===== src/pwr_mode_map.vh =====
// register map, field positions, reset values and state codes of the power mode sequencer
`ifndef PWR_MODE_MAP_VH
`define PWR_MODE_MAP_VH

// register byte addresses
`define CTRL_ADDR          8'h00
`define BUCK_ADDR          8'h04
`define STAT_ADDR          8'h08
`define FLAG_ADDR          8'h0C

// control register fields
`define CTRL_SHUTDOWN_BIT  0
`define CTRL_WARM_EN_BIT   1
`define CTRL_RIGHTS_BIT    2
`define CTRL_CPU_CLK_BIT   3
`define CTRL_OFF_CLK_BIT   4
`define CTRL_WDI_RST_BIT   5
`define CTRL_LOSS_EN_BIT   6
`define CTRL_WIDTH         7
`define CTRL_RESET         7'h08

// buck register: hold mode bits in [3:0], shutdown mode bits in [7:4]
`define BUCK_HOLD_LSB      0
`define BUCK_OFF_LSB       4
`define BUCK_RESET         8'h00

// flag register fields, write one to clear
`define FLAG_MEMHOLD_BIT   0
`define FLAG_WARM_BIT      1
`define FLAG_WDI_RST_BIT   2

// mode codes
`define MODE_OFF           3'h0
`define MODE_COLD          3'h1
`define MODE_WDOG          3'h2
`define MODE_ON            3'h3
`define MODE_WAIT          3'h4
`define MODE_MEMHOLD       3'h5
`define MODE_USEROFF       3'h6
`define MODE_WARM          3'h7

// timer lengths in slow clock ticks
`define RESET_TICKS        16
`define WDOG_TICKS         32
`define WAIT_TICKS         64

// slow tick divider: 10 MHz / 32.768 kHz rounded down
`define CLK_HZ             10000000
`define SLOW_HZ            32768
`define SLOW_DIV           (`CLK_HZ / `SLOW_HZ)

`endif


===== src/power_mode_fsm.v =====
// power mode state machine with reset, clock gating and wishbone control registers
// Overview of operation
// - bus access only in watchdog, on, wait
// - interrupt line low outside watchdog and on
// - off left on turn-on; undervoltage blocks it
// - cold start entries; both resets low
// - reset timer expiry goes watchdog, resets high
// - ignore keepalive and standby in cold, watchdog
// - watchdog timer then on mode
// - keepalive low leaves on mode
// - shutdown bit enters wait with timer
// - keepalive ignored in wait mode
// - wait expiry: user off or memory hold
// - app reset fall clears shutdown bit
// - low power modes leave on turn-on
// - memory hold: resets low, clocks off save rights-bit processor clock
// - memory hold wake: cold start, flag set
// - held bucks stay on through warm boot
// - user off: app reset low, cpu high
// - user off processor clock gating
// - shutdown-mode bucks powered in user off
// - user off wake: warm start, bucks kept
// - warm start timer, then watchdog, flag
// - isolation switches open with app reset low
// - keepalive fall: restart bit picks cold/off
// - undervoltage without support goes off; the code goes off with support set as well
`timescale 1ns/100ps
`include "pwr_mode_map.vh"

module power_mode_fsm #(
   parameter RESET_TICKS = `RESET_TICKS,
   parameter WDOG_TICKS  = `WDOG_TICKS,
   parameter WAIT_TICKS  = `WAIT_TICKS,
   parameter BUCKS       = 4
) (
   input  wire        clk_in,
   input  wire        nrst_in,
   input  wire        wb_cyc_in,
   input  wire        wb_stb_in,
   input  wire        wb_we_in,
   input  wire [7:0]  wb_adr_in,
   input  wire [3:0]  wb_sel_in,
   input  wire [31:0] wb_dat_in,
   output reg  [31:0] wb_dat_out,
   output reg         wb_ack_out,
   output reg         wb_err_out,
   input  wire        turn_on_in,
   input  wire        undervoltage_in,
   input  wire        watchdog_keepalive_pin_in,
   input  wire [1:0]  low_power_request_pins_in,
   input  wire        supply_loss_return_in,
   input  wire        slow_clock_in,
   input  wire        irq_req_in,
   output reg         int_out,
   output reg         app_reset_n_o_out,
   output reg         app_reset_n_oe_n_out,
   output reg         cpu_reset_n_o_out,
   output reg         cpu_reset_n_oe_n_out,
   output reg         peripheral_slow_clock_out,
   output reg         processor_slow_clock_out,
   output reg         core_isolation_switch_out,
   output reg         memory_isolation_switch_out,
   output reg  [BUCKS-1:0] buck_enable_out,
   output reg         load_defaults_out,
   output reg  [2:0]  mode_out
);

   // floored divide: the tick runs slightly fast, harmless for these coarse timers
   localparam integer DIV_LAST_INT = `SLOW_DIV - 1;
   localparam [15:0]  DIV_LAST     = DIV_LAST_INT[15:0];

   reg [2:0]  mode_reg;
   reg [2:0]  mode_next;
   reg [15:0] div_reg;
   reg        tick;
   reg [15:0] timer_reg;
   reg [15:0] timer_next;
   reg [`CTRL_WIDTH-1:0] ctrl_reg;
   reg [7:0]  buck_reg;
   reg [2:0]  flag_reg;
   reg        app_low_reg;
   reg        bus_open;
   reg        timer_done;
   reg        set_memhold;
   reg        set_warm;
   reg        set_wdi;
   reg        app_low_next;
   reg        cpu_low_next;
   reg        clr_shutdown;
   reg [BUCKS-1:0] buck_next;

   reg [`CTRL_WIDTH-1:0] ctrl_next;
   reg [2:0]  flag_next;
   reg [2:0]  flag_clr;
   reg        bus_hit;
   wire       wb_req;
   wire       wb_wr;

   assign wb_req = wb_cyc_in & wb_stb_in & ~wb_ack_out & ~wb_err_out;
   assign wb_wr  = wb_req & wb_we_in & wb_sel_in[0] & bus_open;

   // slow clock tick divider
   always @(posedge clk_in or negedge nrst_in) begin
      if (!nrst_in) begin
         div_reg <= 16'h0000;
         tick    <= 1'b0;
      end else begin
         tick <= (div_reg == DIV_LAST);
         if (div_reg == DIV_LAST) begin
            div_reg <= 16'h0000;
         end else begin
            div_reg <= div_reg + 16'h0001;
         end
      end
   end

   // register access only while the host rails are up
   always @* begin
      bus_open = (mode_reg == `MODE_WDOG) || (mode_reg == `MODE_ON) ||
                 (mode_reg == `MODE_WAIT);
      bus_hit  = bus_open && (wb_adr_in <= `FLAG_ADDR) && (wb_adr_in[1:0] == 2'b00);
   end

   // timers count slow ticks; lengths left to the integrator
   always @* begin
      case (mode_reg)
         `MODE_COLD, `MODE_WARM: timer_done = (timer_reg >= RESET_TICKS[15:0] - 16'h0001);
         `MODE_WDOG:             timer_done = (timer_reg >= WDOG_TICKS[15:0] - 16'h0001);
         `MODE_WAIT:             timer_done = (timer_reg >= WAIT_TICKS[15:0] - 16'h0001);
         default:                timer_done = 1'b0;
      endcase
   end

   // next mode; undervoltage overrides every other exit
   always @* begin
      mode_next   = mode_reg;
      set_memhold = 1'b0;
      set_warm    = 1'b0;
      set_wdi     = 1'b0;
      if (undervoltage_in && mode_reg != `MODE_OFF) begin
         // supply-loss hold is not modelled, so loss always lands in off
         mode_next = `MODE_OFF;
      end else begin
         case (mode_reg)
            `MODE_OFF: begin
               if ((turn_on_in || supply_loss_return_in) && !undervoltage_in) begin
                  mode_next = `MODE_COLD;
               end
            end
            `MODE_COLD: begin
               // keepalive and standby pins are not looked at here
               if (tick && timer_done) begin
                  mode_next = `MODE_WDOG;
               end
            end
            `MODE_WDOG: begin
               if (ctrl_reg[`CTRL_SHUTDOWN_BIT]) begin
                  mode_next = `MODE_WAIT;
               end else if (tick && timer_done) begin
                  mode_next = `MODE_ON;
               end
            end
            `MODE_ON: begin
               if (ctrl_reg[`CTRL_SHUTDOWN_BIT]) begin
                  mode_next = `MODE_WAIT;
               end else if (!watchdog_keepalive_pin_in) begin
                  if (ctrl_reg[`CTRL_WDI_RST_BIT]) begin
                     mode_next = `MODE_COLD;
                     set_wdi   = 1'b1;
                  end else begin
                     mode_next = `MODE_OFF;
                  end
               end
            end
            `MODE_WAIT: begin
               // keepalive pin has no say in this mode
               if (tick && timer_done) begin
                  mode_next = ctrl_reg[`CTRL_WARM_EN_BIT] ? `MODE_USEROFF : `MODE_MEMHOLD;
               end
            end
            `MODE_MEMHOLD: begin
               if (turn_on_in) begin
                  mode_next   = `MODE_COLD;
                  set_memhold = 1'b1;
               end
            end
            `MODE_USEROFF: begin
               if (turn_on_in) begin
                  mode_next = `MODE_WARM;
               end
            end
            `MODE_WARM: begin
               if (tick && timer_done) begin
                  mode_next = `MODE_WDOG;
                  set_warm  = 1'b1;
               end
            end
            default: mode_next = `MODE_OFF;
         endcase
      end
   end

   // the count stops at its end in timed modes; in off, on, memory hold and user off it keeps counting and wraps
   always @* begin
      timer_next = timer_reg;
      if (mode_next != mode_reg) begin
         timer_next = 16'h0000;
      end else if (tick && !timer_done) begin
         timer_next = timer_reg + 16'h0001;
      end
   end

   always @* begin
      case (mode_next)
         `MODE_WDOG, `MODE_ON, `MODE_WAIT: begin
            app_low_next = 1'b0;
            cpu_low_next = 1'b0;
         end
         `MODE_USEROFF, `MODE_WARM: begin
            app_low_next = 1'b1;
            cpu_low_next = 1'b0;
         end
         default: begin
            app_low_next = 1'b1;
            cpu_low_next = 1'b1;
         end
      endcase
      clr_shutdown = app_low_next && !app_low_reg;
   end

   // bucks: warm boot and warm start keep the held ones until reload
   always @* begin
      case (mode_next)
         `MODE_OFF:     buck_next = {BUCKS{1'b0}};
         `MODE_MEMHOLD: buck_next = buck_reg[`BUCK_HOLD_LSB +: BUCKS];
         `MODE_USEROFF: buck_next = buck_reg[`BUCK_OFF_LSB +: BUCKS];
         `MODE_COLD:    buck_next = (mode_reg == `MODE_MEMHOLD) ?
                                    buck_reg[`BUCK_HOLD_LSB +: BUCKS] | buck_enable_out :
                                    buck_enable_out | {BUCKS{timer_done}};
         `MODE_WARM:    buck_next = buck_enable_out | {BUCKS{timer_done}};
         default:       buck_next = {BUCKS{1'b1}};
      endcase
   end

   // a hardware clear of the shutdown bit beats a same-cycle write
   always @* begin
      ctrl_next = ctrl_reg;
      if (wb_wr && wb_adr_in == `CTRL_ADDR) begin
         ctrl_next = wb_dat_in[`CTRL_WIDTH-1:0];
      end
      if (clr_shutdown) begin
         ctrl_next[`CTRL_SHUTDOWN_BIT] = 1'b0;
      end
   end

   // set wins over write-one-to-clear
   always @* begin
      flag_clr = 3'h0;
      if (wb_wr && wb_adr_in == `FLAG_ADDR) begin
         flag_clr = wb_dat_in[2:0];
      end
      flag_next = (flag_reg & ~flag_clr) | {set_wdi, set_warm, set_memhold};
   end

   always @(posedge clk_in or negedge nrst_in) begin
      if (!nrst_in) begin
         mode_reg    <= `MODE_OFF;
         timer_reg   <= 16'h0000;
         ctrl_reg    <= `CTRL_RESET;
         buck_reg    <= `BUCK_RESET;
         flag_reg    <= 3'h0;
         app_low_reg <= 1'b1;
      end else begin
         mode_reg    <= mode_next;
         timer_reg   <= timer_next;
         app_low_reg <= app_low_next;
         ctrl_reg    <= ctrl_next;
         if (wb_wr && wb_adr_in == `BUCK_ADDR) begin
            buck_reg <= wb_dat_in[7:0];
         end
         flag_reg    <= flag_next;
      end
   end

   always @(posedge clk_in or negedge nrst_in) begin
      if (!nrst_in) begin
         wb_ack_out                  <= 1'b0;
         wb_err_out                  <= 1'b0;
         wb_dat_out                  <= 32'h00000000;
         int_out                     <= 1'b0;
         app_reset_n_o_out           <= 1'b0;
         app_reset_n_oe_n_out        <= 1'b0;
         cpu_reset_n_o_out           <= 1'b0;
         cpu_reset_n_oe_n_out        <= 1'b0;
         peripheral_slow_clock_out   <= 1'b0;
         processor_slow_clock_out    <= 1'b0;
         core_isolation_switch_out   <= 1'b0;
         memory_isolation_switch_out <= 1'b0;
         buck_enable_out             <= {BUCKS{1'b0}};
         load_defaults_out           <= 1'b0;
         mode_out                    <= `MODE_OFF;
      end else begin
         // refused or unmapped accesses end with err, never hang the bus
         wb_ack_out <= wb_req && bus_hit;
         wb_err_out <= wb_req && !bus_hit;
         case (wb_adr_in)
            `CTRL_ADDR: wb_dat_out <= {25'h0000000, ctrl_reg};
            `BUCK_ADDR: wb_dat_out <= {24'h000000, buck_reg};
            `STAT_ADDR: wb_dat_out <= {29'h00000000, mode_reg};
            `FLAG_ADDR: wb_dat_out <= {29'h00000000, flag_reg};
            default:    wb_dat_out <= 32'h00000000;
         endcase
         int_out <= irq_req_in && (mode_next == `MODE_WDOG || mode_next == `MODE_ON);
         // open drain: drive low, release for high
         app_reset_n_o_out    <= 1'b0;
         app_reset_n_oe_n_out <= ~app_low_next;
         cpu_reset_n_o_out    <= 1'b0;
         cpu_reset_n_oe_n_out <= ~cpu_low_next;
         core_isolation_switch_out   <= ~app_low_next;
         memory_isolation_switch_out <= ~app_low_next;
         // clock outputs are gated copies of the crystal input
         case (mode_next)
            `MODE_OFF, `MODE_MEMHOLD: begin
               peripheral_slow_clock_out <= 1'b0;
               processor_slow_clock_out  <= slow_clock_in & ctrl_reg[`CTRL_RIGHTS_BIT];
            end
            `MODE_USEROFF: begin
               peripheral_slow_clock_out <= 1'b0;
               processor_slow_clock_out  <= slow_clock_in & ((ctrl_reg[`CTRL_CPU_CLK_BIT] &
                                            ctrl_reg[`CTRL_OFF_CLK_BIT]) | ctrl_reg[`CTRL_RIGHTS_BIT]);
            end
            default: begin
               peripheral_slow_clock_out <= slow_clock_in;
               processor_slow_clock_out  <= slow_clock_in & (ctrl_reg[`CTRL_CPU_CLK_BIT] | ctrl_reg[`CTRL_RIGHTS_BIT]);
            end
         endcase
         buck_enable_out   <= buck_next;
         load_defaults_out <= (mode_next != mode_reg) &&
                              (mode_next == `MODE_COLD || mode_next == `MODE_WARM);
         mode_out          <= mode_next;
      end
   end

endmodule


===== config.mk =====
export PLATFORM = sky130hd
export DESIGN_NAME = power_mode_fsm
export DESIGN_NICKNAME = d
export VERILOG_FILES = /design/src/power_mode_fsm.v
export VERILOG_INCLUDE_DIRS = /design/src
export SDC_FILE = /design/constraint.sdc
export NUM_CORES = 1
export LEC_CHECK = 0
export ABC_CLOCK_PERIOD_IN_PS = 6100
export BUFFER_PORTS_ARGS = -buffer_cell sky130_fd_sc_hd__buf_2
export CAP_MARGIN = 10
export CORE_ASPECT_RATIO = 1.2
export CORE_MARGIN = 1
export CORE_UTILIZATION = 33
export CTS_CLUSTER_SIZE = 25
export DETAILED_ROUTE_END_ITERATION = 8
export HOLD_SLACK_MARGIN = 0.05
export PLACE_DENSITY = 0.58
export SYNTH_ARGS = -nofsm -noshare
export SYNTH_HDL_FRONTEND = slang
export SYNTH_SLANG_ARGS = --single-unit

===== constraint.sdc =====
create_clock -name clk_in -period 6.1 [get_ports clk_in]
set_clock_uncertainty 0.15 [all_clocks]
set_input_delay 0.915 -clock clk_in [delete_from_list [all_inputs] [get_ports clk_in]]
set_output_delay 0.915 -clock clk_in [all_outputs]
set_load 0.02 [all_outputs]

; ---- Yosys cells after proc, flatten, opt, wreduce, memory -nomap -nowiden
; Cells that the tools add are included.
[word_totals]
ff_bits = 75
latchBits = 0
mem_bits_rw = 0
rom_bits = 0
inputBits = 57
word_cells = 135
mem_count = 0
[classes]
addsub = 2
n_mul = 0
div = 0
n_lt_le_gt_ge = 4
eq_ne = 19
n_shift = 0
n_mux = 37
bitwise_logic = 19
reduce_logical = 35
[op_table]
columns = operator, n
row1 = $mux 16, 3
row2 = $mux 3, 11
row3 = $add 16x1->16 const B, 2
row4 = $pmux 8 s4, 1
row5 = $eq 3x3->1 const B, 8
row6 = $pmux 3 s7, 1
row7 = $pmux 4 s5, 1
row8 = $eq 16x9->1 const B, 1
row9 = $eq 8x4->1 const B, 2
row10 = $ge 16x4->1 const B, 1
row11 = $ge 16x5->1 const B, 1
row12 = $ge 16x6->1 const B, 1
row13 = $mux 1, 16
row14 = $logic_and 1x1->1, 14
row15 = $eq 3x2->1 const B, 4
row16 = $and 1x1->1, 10
row17 = $eq 8x3->1 const B, 1
row18 = $le 8x4->1 const B, 1
row19 = $logic_not 8->1, 1
row20 = $or 4x4->4, 2
row21 = $eq 3x1->1 const B, 2
row22 = $logic_not 3->1, 2
row23 = $reduce_or 3->1, 2
row24 = $logic_or 1x1->1, 5
row25 = 16 further kinds, 23

; ---- Longest topological paths before layout
[depth]
word_depth = 13
mapped_depth = 10
depth_no_buf = 9

; ---- Worst setup path before layout
; OpenSTA, ideal clock, no wires.
[synth_path]
kind = input to register
start = input port wb_adr_in[6]
end = register ctrl_reg[0]
t_arrival_ns = 2.892
required_time_ns = 5.831
slack_ns = 2.939
path_stages = 7
path_cell_list = nor4_1 -> nand2_1 -> or2_2 -> clkbuf_1 -> nor3_1 -> mux2_2 -> o21a_1
[synth_between]
elab_chain_cells = 3
[synth_lines]
columns = element, line
row1 = "start, declared", power_mode_fsm.v:41  ; input wire [7:0] wb_adr_in,
row2 = $logic_not 8->1, -
row3 = $logic_and 1x1->1 (no source line), -
row4 = $reduce_bool 2->1 (no source line), -
row5 = "end signal, assigned", power_mode_fsm.v:269  ; ctrl_reg <= `CTRL_RESET;
row6 = "end signal, assigned", power_mode_fsm.v:277  ; ctrl_reg <= ctrl_next;
row7 = "end, declared", power_mode_fsm.v:78  ; reg [`CTRL_WIDTH-1:0] ctrl_reg;
; No other way between the ends.
; A chain may end at the register's enable or synchronous reset.

; ---- Worst setup path in the final report
; Same ends and word-level chain as after synthesis.

==> impl_results.rst <==
.. list-table::
   :header-rows: 1

   * - Metric
     - Value
   * - Run status
     - complete, no violations
   * - Post-synthesis to final-layout area growth
     - 15.93%
   * - Crit-path max FO
     - 7
   * - Diodes inserted
     - 0
   * - Clock buffers created by TritonCTS
     - 9
   * - Final worst-path cycle share
     - 56.56%
   * - Main area contributors after synthesis
     - sky130_fd_sc_hd__dfrtp_1 (45%), sky130_fd_sc_hd__buf_4 (5.3%), sky130_fd_sc_hd__xnor2_1 (5.1%)
   * - Leakage power
     - 2.224 nW
   * - Insertion delay to the later sink of the worst-skew pair
     - 0.34 ns
   * - Final non-filler cell area
     - 4752 um2
   * - Critical Path Max Stage Delay
     - 0.98 ns
   * - Remaining antenna violation count
     - 0
   * - Initial DRT Pass Iterations
     - 4
   * - Routability cong.
     - 0.8396
   * - Smallest hold slack
     - 0.3375 ns
   * - Top-count cell post-synth
     - sky130_fd_sc_hd__dfrtp_1
   * - Overall die area
     - 12,870 um2
   * - IR drop worst, VDD
     - 133.9 uV
   * - Tightest Pin Transition
     - 1.205 ns
   * - # clock sinks
     - 75
   * - Highest achievable clock rate
     - 289.9 MHz
   * - Hold bufs inserted after CTS
     - 0
   * - Wirelength, routed
     - 8750 um
   * - Number of buffers inserted by port buffering
     - 52
   * - Crit-path cells
     - buf_2 -> nor4_1 -> nand2_1 -> or2_2 -> nor3_1 -> mux2_2 -> o21a_1
   * - Final HPWL DP
     - 6305 um
   * - Via-to-Cell Ratio
     - 4.951
   * - MaxCap Viol Count
     - 0
   * - Worst slew margin relative to its limit
     - 19.05%
   * - Final hold violation count
     - 0
   * - Number of instances resized during post-cts repair
     - 0
   * - Crit path arrival time
     - 3.53 ns
   * - Data required time of the critical path
     - 6.18 ns
   * - Post-layout min period
     - 3.450 ns
   * - Instance area after placement
     - 4403 um2
   * - Height of the chip
     - 124.1 um
   * - Synth Cell Area
     - 4099 um2
   * - Post-synth EDFFs
     - 0
   * - Per-cell routed wire length
     - 13.87 um
   * - Max-slew violations
     - 0
   * - Total congestion overflow
     - 0
   * - Worst-path cell with the longest stage delay
     - sky130_fd_sc_hd__nor3_1
   * - Unique cell type count in the Yosys netlist
     - 57
   * - Crit Path Category
     - primary input to flip-flop
   * - Yosys warns
     - 0
   * - Total number of nets in the final design
     - 525
   * - Number of synthesized register bits
     - 75
   * - First-pass GRT wire length
     - 14,800 um
   * - Setup Viol. Count Final
     - 0
   * - Fraction of final layout cells sized beyond drive strength 1
     - 21.06%
   * - Type of element capturing the critical path
     - flip-flop
   * - Number of global-route vias before repair
     - 3,058
   * - Number of instances in the synthesized netlist
     - 415
   * - Post-route core utilization
     - 39.24%
   * - Most used DFF post-synth
     - sky130_fd_sc_hd__dfrtp_1
   * - Area of the core
     - 12,110 um2
   * - Share of the yosys chip area belonging to registers
     - 45.85%
   * - Total setup buffers inserted after CTS
     - 0
   * - Power Density
     - 251.1 nW/um2
   * - Sum of negative setup slack
     - 0 ns
   * - GRT Resource Usage Total
     - 14.63%
   * - Unrepaired setup endpoints after global routing
     - no
   * - Overall power after layout
     - 1.193 mW
   * - Total DRC errors in the routed layout
     - 0
   * - Number of antenna violations at the first check in global routing
     - 0
   * - Share of synthesized flip-flops with an asynchronous set or reset
     - 100.0%
   * - Horizontal die dimension
     - 103.7 um
   * - TritonCTS clock tree
     - built
   * - Cell type contributing the most total cell area after synthesis
     - sky130_fd_sc_hd__dfrtp_1
   * - Mean Syn Cell Area
     - 9.877 um2
   * - # IOs
     - 108
   * - Detailed-route via count
     - 3,124
   * - Fill count
     - 1,219
   * - Effective utilization at floorplan
     - 33.84%
   * - Type of the worst min-delay path
     - flip-flop to flip-flop
   * - Clock Pin Slew Worst Setup and Hold Paths
     - 0.06 ns
   * - Maximum number of pins on one net before global-route repair
     - 76
   * - Clock Tree Root
     - sky130_fd_sc_hd__clkbuf_16
   * - Row count
     - 44
   * - Area share of the largest cell type after synthesis
     - 44.57%
   * - Buffers from clock root to sink, at most
     - 2
   * - H-tree depth
     - 3
   * - Post-synth top cells
     - sky130_fd_sc_hd__dfrtp_1 (73), sky130_fd_sc_hd__nor2_1 (51), sky130_fd_sc_hd__nand2_1 (35)
   * - Startpoint type of the worst setup path
     - primary input
   * - Count of routing violations after the opening detailed-route iteration
     - 120
worst max-delay path: cells and delay by family:
family                 cells  cell delay [ns]
buffers and inverters      1             0.10
multiplexers               1             0.42
AND/OR/NAND/NOR            4             2.00
AO/OA/AOI/OAI              1             0.10
where the power goes:
part / internal, mW / switching, mW / leakage [nW]
registers: 0.501 / 0.00502 / 1.01
logic: 0.0226 / 0.0544 / 1.05
clock network: 0.401 / 0.210 / 0.167
cell usage in the layout, fill, tap and decap left out, drive strengths merged, types with 5 or more instances in the layout:
| cell | netlist | layout |
|---|---|---|
| mux2 | 12 | 12 |
| nand3 | 16 | 16 |
| and3 | 10 | 10 |
| or2 | 5 | 5 |
| nand2 | 35 | 35 |
| xor2 | 6 | 6 |
| nand2b | 7 | 7 |
| nor2 | 51 | 51 |
| and2 | 5 | 5 |
| buf | 31 | 54 |
| xnor2 | 24 | 24 |
| dfrtp | 73 | 73 |
| clkbuf | 9 | 10 |
| nor3 | 9 | 9 |
| a221o | 6 | 6 |
| conb | 1 | 26 |
| mux2i | 8 | 8 |
| o21ai | 17 | 17 |
| inv | 16 | 17 |
path summary, 6_finish.rpt:
kind	cells after the start	slack, ns	start	endpoint
setup / recovery	7	2.65	wb_adr_in[6]	ctrl_reg[0]
hold / removal	1	0.34	div_reg[0]	div_reg[0]
setup reg to reg	6	2.66	mode_out[1]	ctrl_reg[0]
hold reg to reg	1	0.34	div_reg[0]	div_reg[0]
max in group asynchronous	1	4.64	nrst_in	timer_reg[5]
min in group asynchronous	1	0.58	nrst_in	wb_dat_out[0]
cell families (layout without fill, tap and decap cells):
logic type	after synthesis	in the layout	synth area share, %
buf+inv	58	88	8.028
simple gates	164	164	20.36
compound gates	60	60	10.87
mux	23	23	6.899
fa+ha+maj	3	3	0.9158
other cells	1	26	0.09149
xor+xnor	31	31	6.990
flops	75	75	45.85
through the flow:
step                      instances  setup WS (ns)
after CTS                       630          2.399
final                           631          2.650
after global routing            631          2.416
after floorplan                 440          2.939
after global placement          614          2.380
after detailed placement        614          2.275
metal layers:
layer	wire [um]	global-route usage, %
met2	4369	25.71
met3	365	2.512
met1	3691	16.48
met4	323	10.00
met5	0	0
cell type report:
class                      count  area (um2)  area share [%]
clock inverter                 6       112.6           2.370
inverter                      18       67.56           1.422
sequential                    75        1879           39.55
timing repair buffer          54       277.8           5.845
clock buffer                  10       229.0           4.818
tap                          161       201.4           4.239
multi-input combinational    307        1984           41.76
(Power assumes the default switching activity.)
